## src/verilog/spb_pkg.sv

```systemverilog
// Constants and types for the security packet and buffer load command block
// Behaviour
// RULE1: Command 5Dh returns 512-byte packets to the host over DMA.
// RULE2: Command 5Eh takes packets by PIO, one 16-bit word per data write.
// RULE3: Command 5Fh accepts packets from the host over DMA.
// RULE4: Feature register selects the security protocol of sent packets.
// RULE5: Host sets up its slave-DMA channel before a DMA packet command.
// RULE6: Each DMA word is qualified by DMARQ; host DMA does the move.
// RULE7: One interrupt per DMA packet command, after transfer and status.
// RULE8: Parameters come in feature, count, sector, cylinder registers only.
// RULE9: After a packet command only error and status carry results.
// RULE10: Completion shows BSY, DF, CORR, IDX zero; only abort bit in error.
// RULE11: Command E8h loads one sector of 16-bit words into the buffer.
// RULE12: Buffer load and buffer read use the same 512-byte region.
// RULE13: Accepted packets are interpreted per the selected protocol.
// RULE14: Unsupported protocol or bad parameters abort with no data moved.
package spb_pkg;
  // Taskfile register addresses
  localparam logic [2:0] TF_DATA   = 3'h0;
  localparam logic [2:0] TF_ERRFT  = 3'h1;
  localparam logic [2:0] TF_COUNT  = 3'h2;
  localparam logic [2:0] TF_SECNUM = 3'h3;
  localparam logic [2:0] TF_CYLLO  = 3'h4;
  localparam logic [2:0] TF_CYLHI  = 3'h5;
  localparam logic [2:0] TF_CMDST  = 3'h7;
  // Command opcodes
  localparam logic [7:0] OP_SEC_RX_DMA = 8'h5d;
  localparam logic [7:0] OP_SEC_TX_PIO = 8'h5e;
  localparam logic [7:0] OP_SEC_TX_DMA = 8'h5f;
  localparam logic [7:0] OP_BUF_LOAD   = 8'he8;
  localparam logic [7:0] OP_BUF_READ   = 8'he4;
  // Status and error bit positions
  localparam int ST_BSY_BIT = 7;
  localparam int ST_RDY_BIT = 6;
  localparam int ST_DRQ_BIT = 3;
  localparam int ST_ERR_BIT = 0;
  localparam int ER_ABT_BIT = 2;
  // Reset values and sizes
  localparam logic [7:0]  ERR_RESET    = 8'h00;
  localparam logic [7:0]  SEC_PROTO_MAX = 8'h02;
  localparam logic [15:0] SECTOR_WORDS = 16'h0100;
  localparam logic [1:0]  FIFO_DEPTH   = 2'h2;
  // Command sequencer states
  typedef enum logic [1:0] {ST_IDLE, ST_DIN, ST_DOUT, ST_DRAIN} spb_state_t;
endpackage
```

## src/verilog/spb_fifo_if.sv

```systemverilog
// Carrier for the two-entry word buffer between sequencer and buffer
`timescale 1ns/1ps
interface spb_fifo_if;
  logic [15:0] in_data;
  logic        in_valid;
  logic        in_ready;
  logic [15:0] out_data;
  logic        out_valid;
  logic        out_ready;
  logic [1:0]  level;
  modport store (input in_data, in_valid, out_ready,
                 output in_ready, out_data, out_valid, level);
  modport user  (output in_data, in_valid, out_ready,
                 input in_ready, out_data, out_valid, level);
endinterface

```

## src/verilog/spb_cmd_top.sv

```systemverilog
// Security packet and buffer load command sequencer behind the taskfile
`timescale 1ns/1ps
module spb_cmd_top import spb_pkg::*; (
  input  wire logic        sys_clk,
  input  wire logic        sys_rst,
  input  wire logic        tf_wr,
  input  wire logic        tf_rd,
  input  wire logic [2:0]  tf_addr,
  input  wire logic [15:0] tf_wdata,
  output logic      [15:0] tf_rdata,
  output logic             intrq,
  output logic             dmarq,
  input  wire logic        dmack,
  input  wire logic [15:0] dma_wdata,
  output logic      [15:0] dma_rdata,
  output logic             sec_start,
  output logic             sec_send,
  output logic      [7:0]  sec_protocol,
  output logic      [23:0] sec_args,
  input  wire logic [15:0] sec_rx_data,
  input  wire logic        sec_rx_valid,
  output logic             sec_rx_ready,
  output logic      [15:0] sec_tx_data,
  output logic             sec_tx_valid,
  input  wire logic        sec_tx_ready
);
  spb_state_t  state_reg, state_next;
  logic [7:0]  feat_reg, feat_next, cnt_reg, cnt_next;
  logic [7:0]  snum_reg, snum_next, clo_reg, clo_next, chi_reg, chi_next;
  logic [7:0]  err_reg, err_next;
  logic [15:0] left_reg, left_next, rdata_reg, rdata_next;
  logic [15:0] rxw_reg, rxw_next;
  logic [7:0]  ptr_reg, ptr_next, proto_reg, proto_next;
  logic [23:0] args_reg, args_next;
  logic        dma_reg, dma_next, bufm_reg, bufm_next, drq_reg, drq_next;
  logic        dmarq_reg, dmarq_next, intrq_reg, intrq_next;
  logic        rxf_reg, rxf_next, rxr_reg, rxr_next;
  logic        start_reg, start_next, send_reg, send_next;
  logic        cmd_go, proto_ok, pio_wr, pio_rd, dma_wr, dma_rd, take;
  logic        rx_acc, fifo_pop, gate, finish, abort;
  logic [1:0]  level_nx;
  logic [7:0]  status;
  logic [15:0] buf_mem [SECTOR_WORDS];
  spb_fifo_if  fq ();

  spb_fifo2 u_fifo (
    .sys_clk (sys_clk),
    .sys_rst (sys_rst),
    .f       (fq)
  );

  // Word strobes on both data paths
  assign cmd_go   = tf_wr && tf_addr == TF_CMDST && state_reg == ST_IDLE;
  assign proto_ok = feat_reg <= SEC_PROTO_MAX && cnt_reg != 8'h00; // [RULE14]
  assign pio_wr   = tf_wr && tf_addr == TF_DATA && drq_reg &&
                    state_reg == ST_DIN;                            // [RULE2]
  assign pio_rd   = tf_rd && tf_addr == TF_DATA && drq_reg &&
                    state_reg == ST_DOUT;
  assign dma_wr   = dmarq_reg && dmack && state_reg == ST_DIN;     // [RULE6]
  assign dma_rd   = dmarq_reg && dmack && state_reg == ST_DOUT;    // [RULE6]
  assign take     = pio_wr || pio_rd || dma_wr || dma_rd;
  assign rx_acc   = sec_rx_valid && rxr_reg;
  assign fifo_pop = fq.out_valid && sec_tx_ready;

  // Words into the buffer toward the protocol engine
  assign fq.in_valid  = (pio_wr || dma_wr) && !bufm_reg;           // [RULE3]
  assign fq.in_data   = dma_wr ? dma_wdata : tf_wdata;
  assign fq.out_ready = sec_tx_ready;

  // Status byte built from sequencer state
  always_comb begin
    status = 8'h00;
    status[ST_BSY_BIT] = state_reg != ST_IDLE && !drq_reg;
    status[ST_RDY_BIT] = !status[ST_BSY_BIT];
    status[ST_DRQ_BIT] = drq_reg;
    status[ST_ERR_BIT] = err_reg[ER_ABT_BIT];                      // [RULE10]
  end

  // Command sequencer, word counting and handshakes
  always_comb begin
    state_next = state_reg;
    feat_next  = feat_reg;
    cnt_next   = cnt_reg;
    snum_next  = snum_reg;
    clo_next   = clo_reg;
    chi_next   = chi_reg;
    err_next   = err_reg;
    dma_next   = dma_reg;
    bufm_next  = bufm_reg;
    proto_next = proto_reg;
    args_next  = args_reg;
    send_next  = send_reg;
    start_next = 1'b0;
    finish     = 1'b0;
    abort      = 1'b0;
    left_next  = left_reg - {15'h0000, take};
    ptr_next   = ptr_reg + {7'h00, bufm_reg && (pio_wr || pio_rd)};
    level_nx   = fq.level + {1'b0, fq.in_valid} - {1'b0, fifo_pop};
    // Parameter registers; device/head and data carry none
    if (tf_wr && state_reg == ST_IDLE) begin                       // [RULE8]
      case (tf_addr)
        TF_ERRFT:  feat_next = tf_wdata[7:0];
        TF_COUNT:  cnt_next  = tf_wdata[7:0];
        TF_SECNUM: snum_next = tf_wdata[7:0];
        TF_CYLLO:  clo_next  = tf_wdata[7:0];
        TF_CYLHI:  chi_next  = tf_wdata[7:0];
        default:   feat_next = feat_reg;
      endcase
    end
    case (state_reg)
      ST_IDLE: begin
        if (cmd_go) begin
          err_next  = ERR_RESET;
          left_next = {cnt_reg, 8'h00};
          bufm_next = 1'b0;
          case (tf_wdata[7:0])
            OP_SEC_RX_DMA: begin                                  // [RULE1]
              state_next = ST_DOUT;
              dma_next   = 1'b1;
              send_next  = 1'b0;
            end
            OP_SEC_TX_PIO: begin                                  // [RULE2]
              state_next = ST_DIN;
              dma_next   = 1'b0;
              send_next  = 1'b1;
            end
            OP_SEC_TX_DMA: begin                                  // [RULE3]
              state_next = ST_DIN;
              dma_next   = 1'b1;
              send_next  = 1'b1;
            end
            OP_BUF_LOAD, OP_BUF_READ: begin                        // [RULE11]
              state_next = tf_wdata[2] ? ST_DOUT : ST_DIN;
              dma_next   = 1'b0;
              bufm_next  = 1'b1;
              left_next  = SECTOR_WORDS;
            end
            default: abort = 1'b1;
          endcase
          if (!bufm_next && !abort) begin
            if (proto_ok) begin
              start_next = 1'b1;                                  // [RULE13]
              proto_next = feat_reg;                               // [RULE4]
              args_next  = {chi_reg, clo_reg, snum_reg};
            end else begin
              abort = 1'b1;                                       // [RULE14]
            end
          end
          if (abort) begin
            state_next = ST_IDLE;
            err_next   = 8'h00;
            err_next[ER_ABT_BIT] = 1'b1;                           // [RULE10]
          end
        end
      end
      ST_DIN: begin
        if (left_next == 16'h0000) begin
          state_next = ST_DRAIN;
        end
      end
      ST_DOUT: begin
        if (left_next == 16'h0000) begin
          finish = 1'b1;
        end
      end
      ST_DRAIN: begin
        if (level_nx == 2'h0) begin
          finish = 1'b1;                                          // [RULE7]
        end
      end
      default: state_next = ST_IDLE;
    endcase
    if (finish) begin
      state_next = ST_IDLE;
    end
  end

  // Receive slot, request lines, read data and interrupt
  always_comb begin
    rxf_next = (rxf_reg && !dma_rd) || rx_acc;
    rxw_next = rx_acc ? sec_rx_data : rxw_reg;
    rxr_next = state_next == ST_DOUT && !bufm_next && !rxf_next &&
               left_next != 16'h0000;
    gate     = left_next != 16'h0000 && level_nx < FIFO_DEPTH;
    dmarq_next = dma_next && ((state_next == ST_DIN && gate) ||
                 (state_next == ST_DOUT && rxf_next));            // [RULE6]
    drq_next = !dma_next && ((state_next == ST_DIN && gate) ||
               (state_next == ST_DOUT && left_next != 16'h0000));
    rdata_next = 16'h0000;                                        // [RULE9]
    if (tf_rd) begin
      case (tf_addr)
        TF_DATA:  rdata_next = pio_rd ? buf_mem[ptr_reg] : 16'h0000;
        TF_ERRFT: rdata_next = {8'h00, err_reg};
        TF_CMDST: rdata_next = {8'h00, status};
        default:  rdata_next = 16'h0000;
      endcase
    end
    // Completion sets, status read or new command clears; set wins
    intrq_next = finish || abort ||
                 (intrq_reg && !cmd_go && !(tf_rd && tf_addr == TF_CMDST));
  end

  always_ff @(posedge sys_clk) begin
    if (sys_rst) begin
      state_reg <= ST_IDLE;
      feat_reg  <= 8'h00;
      cnt_reg   <= 8'h00;
      snum_reg  <= 8'h00;
      clo_reg   <= 8'h00;
      chi_reg   <= 8'h00;
      err_reg   <= ERR_RESET;
      left_reg  <= 16'h0000;
      ptr_reg   <= 8'h00;
      dma_reg   <= 1'b0;
      bufm_reg  <= 1'b0;
      drq_reg   <= 1'b0;
      dmarq_reg <= 1'b0;
      intrq_reg <= 1'b0;
      rxf_reg   <= 1'b0;
      rxr_reg   <= 1'b0;
      rxw_reg   <= 16'h0000;
      rdata_reg <= 16'h0000;
      start_reg <= 1'b0;
      send_reg  <= 1'b0;
      proto_reg <= 8'h00;
      args_reg  <= 24'h000000;
    end else begin
      state_reg <= state_next;
      feat_reg  <= feat_next;
      cnt_reg   <= cnt_next;
      snum_reg  <= snum_next;
      clo_reg   <= clo_next;
      chi_reg   <= chi_next;
      err_reg   <= err_next;
      left_reg  <= left_next;
      ptr_reg   <= (cmd_go && bufm_next) ? 8'h00 : ptr_next;  // [RULE12]
      dma_reg   <= dma_next;
      bufm_reg  <= bufm_next;
      drq_reg   <= drq_next;
      dmarq_reg <= dmarq_next;
      intrq_reg <= intrq_next;
      rxf_reg   <= rxf_next;
      rxr_reg   <= rxr_next;
      rxw_reg   <= rxw_next;
      rdata_reg <= rdata_next;
      start_reg <= start_next;
      send_reg  <= send_next;
      proto_reg <= proto_next;
      args_reg  <= args_next;
    end
  end

  // Sector buffer write port
  always_ff @(posedge sys_clk) begin
    if (pio_wr && bufm_reg) begin
      buf_mem[ptr_reg] <= tf_wdata;                               // [RULE11]
    end
  end

  assign tf_rdata     = rdata_reg;
  assign intrq        = intrq_reg;
  assign dmarq        = dmarq_reg;
  assign dma_rdata    = rxw_reg;
  assign sec_rx_ready = rxr_reg;
  assign sec_start    = start_reg;
  assign sec_send     = send_reg;
  assign sec_protocol = proto_reg;
  assign sec_args     = args_reg;
  assign sec_tx_data  = fq.out_data;
  assign sec_tx_valid = fq.out_valid;

  // Checks
  intr_after_end_a: assert property (@(posedge sys_clk) disable iff (sys_rst)
    $rose(intrq_reg) |-> state_reg == ST_IDLE && !drq_reg && !dmarq_reg)
    else $error("interrupt raised before transfer ended"); // [RULE7]
  done_status_a: assert property (@(posedge sys_clk) disable iff (sys_rst)
    state_reg == ST_IDLE |-> (status & 8'he6) == 8'h40)
    else $error("idle status bits wrong"); // [RULE10]
  error_bits_a: assert property (@(posedge sys_clk) disable iff (sys_rst)
    (err_reg & 8'hfb) == 8'h00 && err_reg[2] == status[0])
    else $error("error register holds more than abort"); // [RULE10]
  dmarq_mode_a: assert property (@(posedge sys_clk) disable iff (sys_rst)
    dmarq_reg |-> dma_reg && !drq_reg && state_reg != ST_IDLE)
    else $error("dma request outside dma command"); // [RULE6]
  recv_start_a: assert property (@(posedge sys_clk) disable iff (sys_rst)
    cmd_go && tf_wdata[7:0] == OP_SEC_RX_DMA && proto_ok
    |=> state_reg == ST_DOUT && dma_reg && sec_start)
    else $error("receive dma command not started"); // [RULE1]
  bad_proto_a: assert property (@(posedge sys_clk) disable iff (sys_rst)
    cmd_go && tf_wdata[7:0] == OP_SEC_TX_DMA && !proto_ok
    |=> state_reg == ST_IDLE && err_reg == 8'h04 && intrq_reg && !sec_start)
    else $error("bad protocol not aborted"); // [RULE14]
  proto_pass_a: assert property (@(posedge sys_clk) disable iff (sys_rst)
    sec_start |-> sec_protocol == $past(feat_reg))
    else $error("protocol does not follow feature"); // [RULE4]
  buf_region_a: assert property (@(posedge sys_clk) disable iff (sys_rst)
    cmd_go && (tf_wdata[7:0] == OP_BUF_LOAD || tf_wdata[7:0] == OP_BUF_READ)
    |=> ptr_reg == 8'h00 && left_reg == SECTOR_WORDS && drq_reg)
    else $error("buffer command not at region start"); // [RULE12]
  pio_push_a: assert property (@(posedge sys_clk) disable iff (sys_rst)
    pio_wr && !bufm_reg |-> fq.in_valid && fq.in_ready)
    else $error("pio word lost"); // [RULE2]
endmodule // spb_cmd_top

```

## src/verilog/spb_fifo2.sv

```systemverilog
// Two-entry word buffer with valid and ready on both sides
`timescale 1ns/1ps
module spb_fifo2 import spb_pkg::*; (
  input wire logic sys_clk,
  input wire logic sys_rst,
  spb_fifo_if.store f
);
  logic [15:0] head_reg, head_next, tail_reg, tail_next;
  logic        v0_reg, v0_next, v1_reg, v1_next;
  logic        push, pop;

  // Pop from head, push into first free slot
  always_comb begin
    push      = f.in_valid && !v1_reg;
    pop       = v0_reg && f.out_ready;
    head_next = head_reg;
    tail_next = tail_reg;
    v0_next   = v0_reg;
    v1_next   = v1_reg;
    if (pop) begin
      head_next = tail_reg;
      v0_next   = v1_reg;
      v1_next   = 1'b0;
    end
    if (push) begin
      if (!v0_next) begin
        head_next = f.in_data;
        v0_next   = 1'b1;
      end else begin
        tail_next = f.in_data;
        v1_next   = 1'b1;
      end
    end
  end

  always_ff @(posedge sys_clk) begin
    if (sys_rst) begin
      head_reg <= 16'h0000;
      tail_reg <= 16'h0000;
      v0_reg   <= 1'b0;
      v1_reg   <= 1'b0;
    end else begin
      head_reg <= head_next;
      tail_reg <= tail_next;
      v0_reg   <= v0_next;
      v1_reg   <= v1_next;
    end
  end

  // Flags straight from the valid flops
  assign f.in_ready  = !v1_reg;
  assign f.out_valid = v0_reg;
  assign f.out_data  = head_reg;
  assign f.level     = {v1_reg, v0_reg & ~v1_reg};
endmodule // spb_fifo2

```

## config.mk

```make
export PLATFORM = sky130hd
export DESIGN_NAME = spb_cmd_top
export DESIGN_NICKNAME = d
export VERILOG_FILES = /design/src/verilog/spb_pkg.sv /design/src/verilog/spb_fifo_if.sv /design/src/verilog/spb_cmd_top.sv /design/src/verilog/spb_fifo2.sv
export SDC_FILE = /design/constraint.sdc
export NUM_CORES = 2
export LEC_CHECK = 0
export BUFFER_PORTS_ARGS = -buffer_cell sky130_fd_sc_hd__buf_4
export CAP_MARGIN = 5
export CORE_ASPECT_RATIO = 1.2
export CORE_MARGIN = 10
export CORE_UTILIZATION = 50
export CTS_BUF_LIST = sky130_fd_sc_hd__clkbuf_4 sky130_fd_sc_hd__clkbuf_8
export DETAILED_ROUTE_END_ITERATION = 10
export MAX_ROUTING_LAYER = met4
export PLACE_DENSITY = 0.68
export SYNTH_ARGS = -nofsm -noshare
export SYNTH_HDL_FRONTEND = slang
export SYNTH_HIERARCHICAL = 1
export SYNTH_SLANG_ARGS = --single-unit
```

## constraint.sdc

```tcl
create_clock -name sys_clk -period 3.7 [get_ports sys_clk]
set_clock_uncertainty 0.05 [all_clocks]
set_input_delay 0.74 -clock sys_clk [delete_from_list [all_inputs] [get_ports sys_clk]]
set_output_delay 0.74 -clock sys_clk [all_outputs]
set_load 0.01 [all_outputs]
```

==> out/metrics.cfg <==
[die]
core_sq_um = 326600
dieHeight_um = 647.0
dieArea_sq_um = 351000
die_w_um = 542.5
std_cell_rows = 230
ios = 144
start_util_pct = 50.15

[sta]
max_freq_mhz = 265.2
min_period_ns = 3.771
fin_crit_sh_pct = 101.9
post-route-worst-setup-slack_ns = -0.07090
rsz0062_at_grt = no
tightest_slew_ns = 1.127
slew_headroom_pct = 24.86
setup_viol = 2
hold_violations = 0
drv_slew = 0

[synthesis]
netlist_area_sq_um = 163800
syn_area_per_cell_sq_um = 21.54
yosysWarnings = 6
syn_inst = 7604
synth_nets = 7668

[worst_setup_path]
path_buf_inv = 4
cpLargestDelayFamily = buffers and inverters
crit_slowest_cell = o211ai_1
endpoint_kind = flip-flop
crit_type = flip-flop to flip-flop
path_cells = buf_12 > buf_12 > buf_4 > mux4_2 > mux2i_1 > o211ai_1 > o211ai_1 > nand4_1 > buf_4 > o211a_1
critPathMaxFanout = 20
critical_path.max_stage_delay_ns = 0.68
rrSetupSlack_ns = -0.07
crit_required_ns = 4.66
worstSetupStartpointType = flip-flop
arrival_ns = 4.73

[pwr]
peakVddDrop_mv = 0.4077
combPwrFrac_pct = 1.3
power_mw = 91.69
switching_share_pct = 20.61
cell_internal_pwr_mw = 72.80
leakage_nw = 59.03
powerDensity_nw_per_um2 = 482.0
pwr-share-seq_pct = 57.7
clkPwrFrac_pct = 41.0
p_sw_mw = 18.89

[place]
place_area_sq_um = 177400
portBuffers = 143
hpwl_um = 295000
pre_cts_ws_ns = -0.1490
gp_congestion = 0.9650

[global_routing]
grt_usage_pct = 27.25
grt_pass1_vias = 87087
overflow = 0
antenna_found_initial = 30
grt_pass1_wl_um = 663400
grt_max_degree = 173

[clock_tree]
clock_path_buffers = 4
clock-sinks = 4270
tritoncts = done
insertion_delay_ns = 1.11
clk_pin_slew_ns = 0.07
cts_buffers = 629
clockRootBuffer = clkbuf_8
htreeDepth = 6

[cells_and_area]
regArea_sq_um = 126500
nNetsFinal = 8838
drive_gt1_share_pct = 34.29
multi_input_area_sq_um = 35400
areaGrowthSynthToFinish_pct = 16.15
design_area_sq_um = 190200
fill_cells = 22963
mostFrequentLayoutCells = edfxtp_1 (4096), mux4_2 (1062), buf_4 (692)
largest_reg_flops = 4096
final_common_cell = edfxtp_1
largest_register = buf_mem

[status]
violations = setup timing
status = finished with violations

[drt]
first_pass_iters = 6
wl_um = 469300
ant_nets = 0
first_iter_violations = 12582
vias_per_cell = 6.371
wl_per_cell_um = 34.55
drc = 0
via_count = 86542

[hold_path]
hold_path.class = input port to flip-flop

[run]
max-cap-violations = 0

-- power by group through the flow --
stage	clock network, mW	logic (mW)	registers, mW
2_1_floorplan	0	0.0870	54.0
3_3_place_gp	0	1.04	53.9
3_5_place_dp	0	1.11	54.0
4_1_cts	38.0	1.14	52.9
5_1_grt	40.2	1.21	52.9
6_report	37.6	1.16	52.9
-- worst paths after layout --
kind | from | to | cells past startpoint
worst max-delay path | ptr_reg[0] | tf_rdata[7] | 10
worst min-delay path | tf_wdata[5] | snum_reg[5] | 3
worst max register to register | ptr_reg[0] | tf_rdata[7] | 10
worst min register to register | chi_reg[5] | sec_args[21] | 2
-- final cells by class --
type                            count  share of cell area [%]
Antenna cell                       30                 0.03946
Clock buffer                      850                   5.478
Clock inverter                    268                  0.9569
Inverter                           19                 0.03749
Multi-Input combinational cell   2866                   18.61
Sequential cell                  4270                   66.49
Tap cell                         4292                   2.823
Timing Repair Buffer              988                   5.562
-- worst min-delay path: stages --
cell and delay [ns]:
buf_8 0.16, mux2i_1 0.15, nor2_1 0.05
-- repair_timing --
action | in CTS | in global routing
gates resized for setup | 7 | 7
cloned | 0 | 0
pin swaps | 1 | 0
setup buffers | 3 | 6
setup endpoints to repair | 6 | 7
hold endpoints to repair | 102 | 0
hold buffers | 40 | 0
-- layer usage --
layer | track usage [%] | up-vias | wire, um
li1 | - | 34386 | -
met1 | 33.97 | 45294 | 163900
met2 | 41.60 | 5631 | 222200
met3 | 6.128 | 1231 | 50460
met4 | 15.48 | 0 | 32740
met5 | - | - | 0
-- stage by stage --
stage,instances,hold WS [ns],utilization [%],setup TNS (ns)
final,13583,0.01072,58.25,-0.1196
after global routing,13578,0.02249,58.24,0
after CTS,13547,0.001825,58.19,0
after detailed placement,12386,0.3978,54.30,-0.5194
after global placement,12385,0.3862,54.30,-1.520
after floorplan,7604,0.3815,-,0
Note: power is estimated with default switching activity, not from simulation.
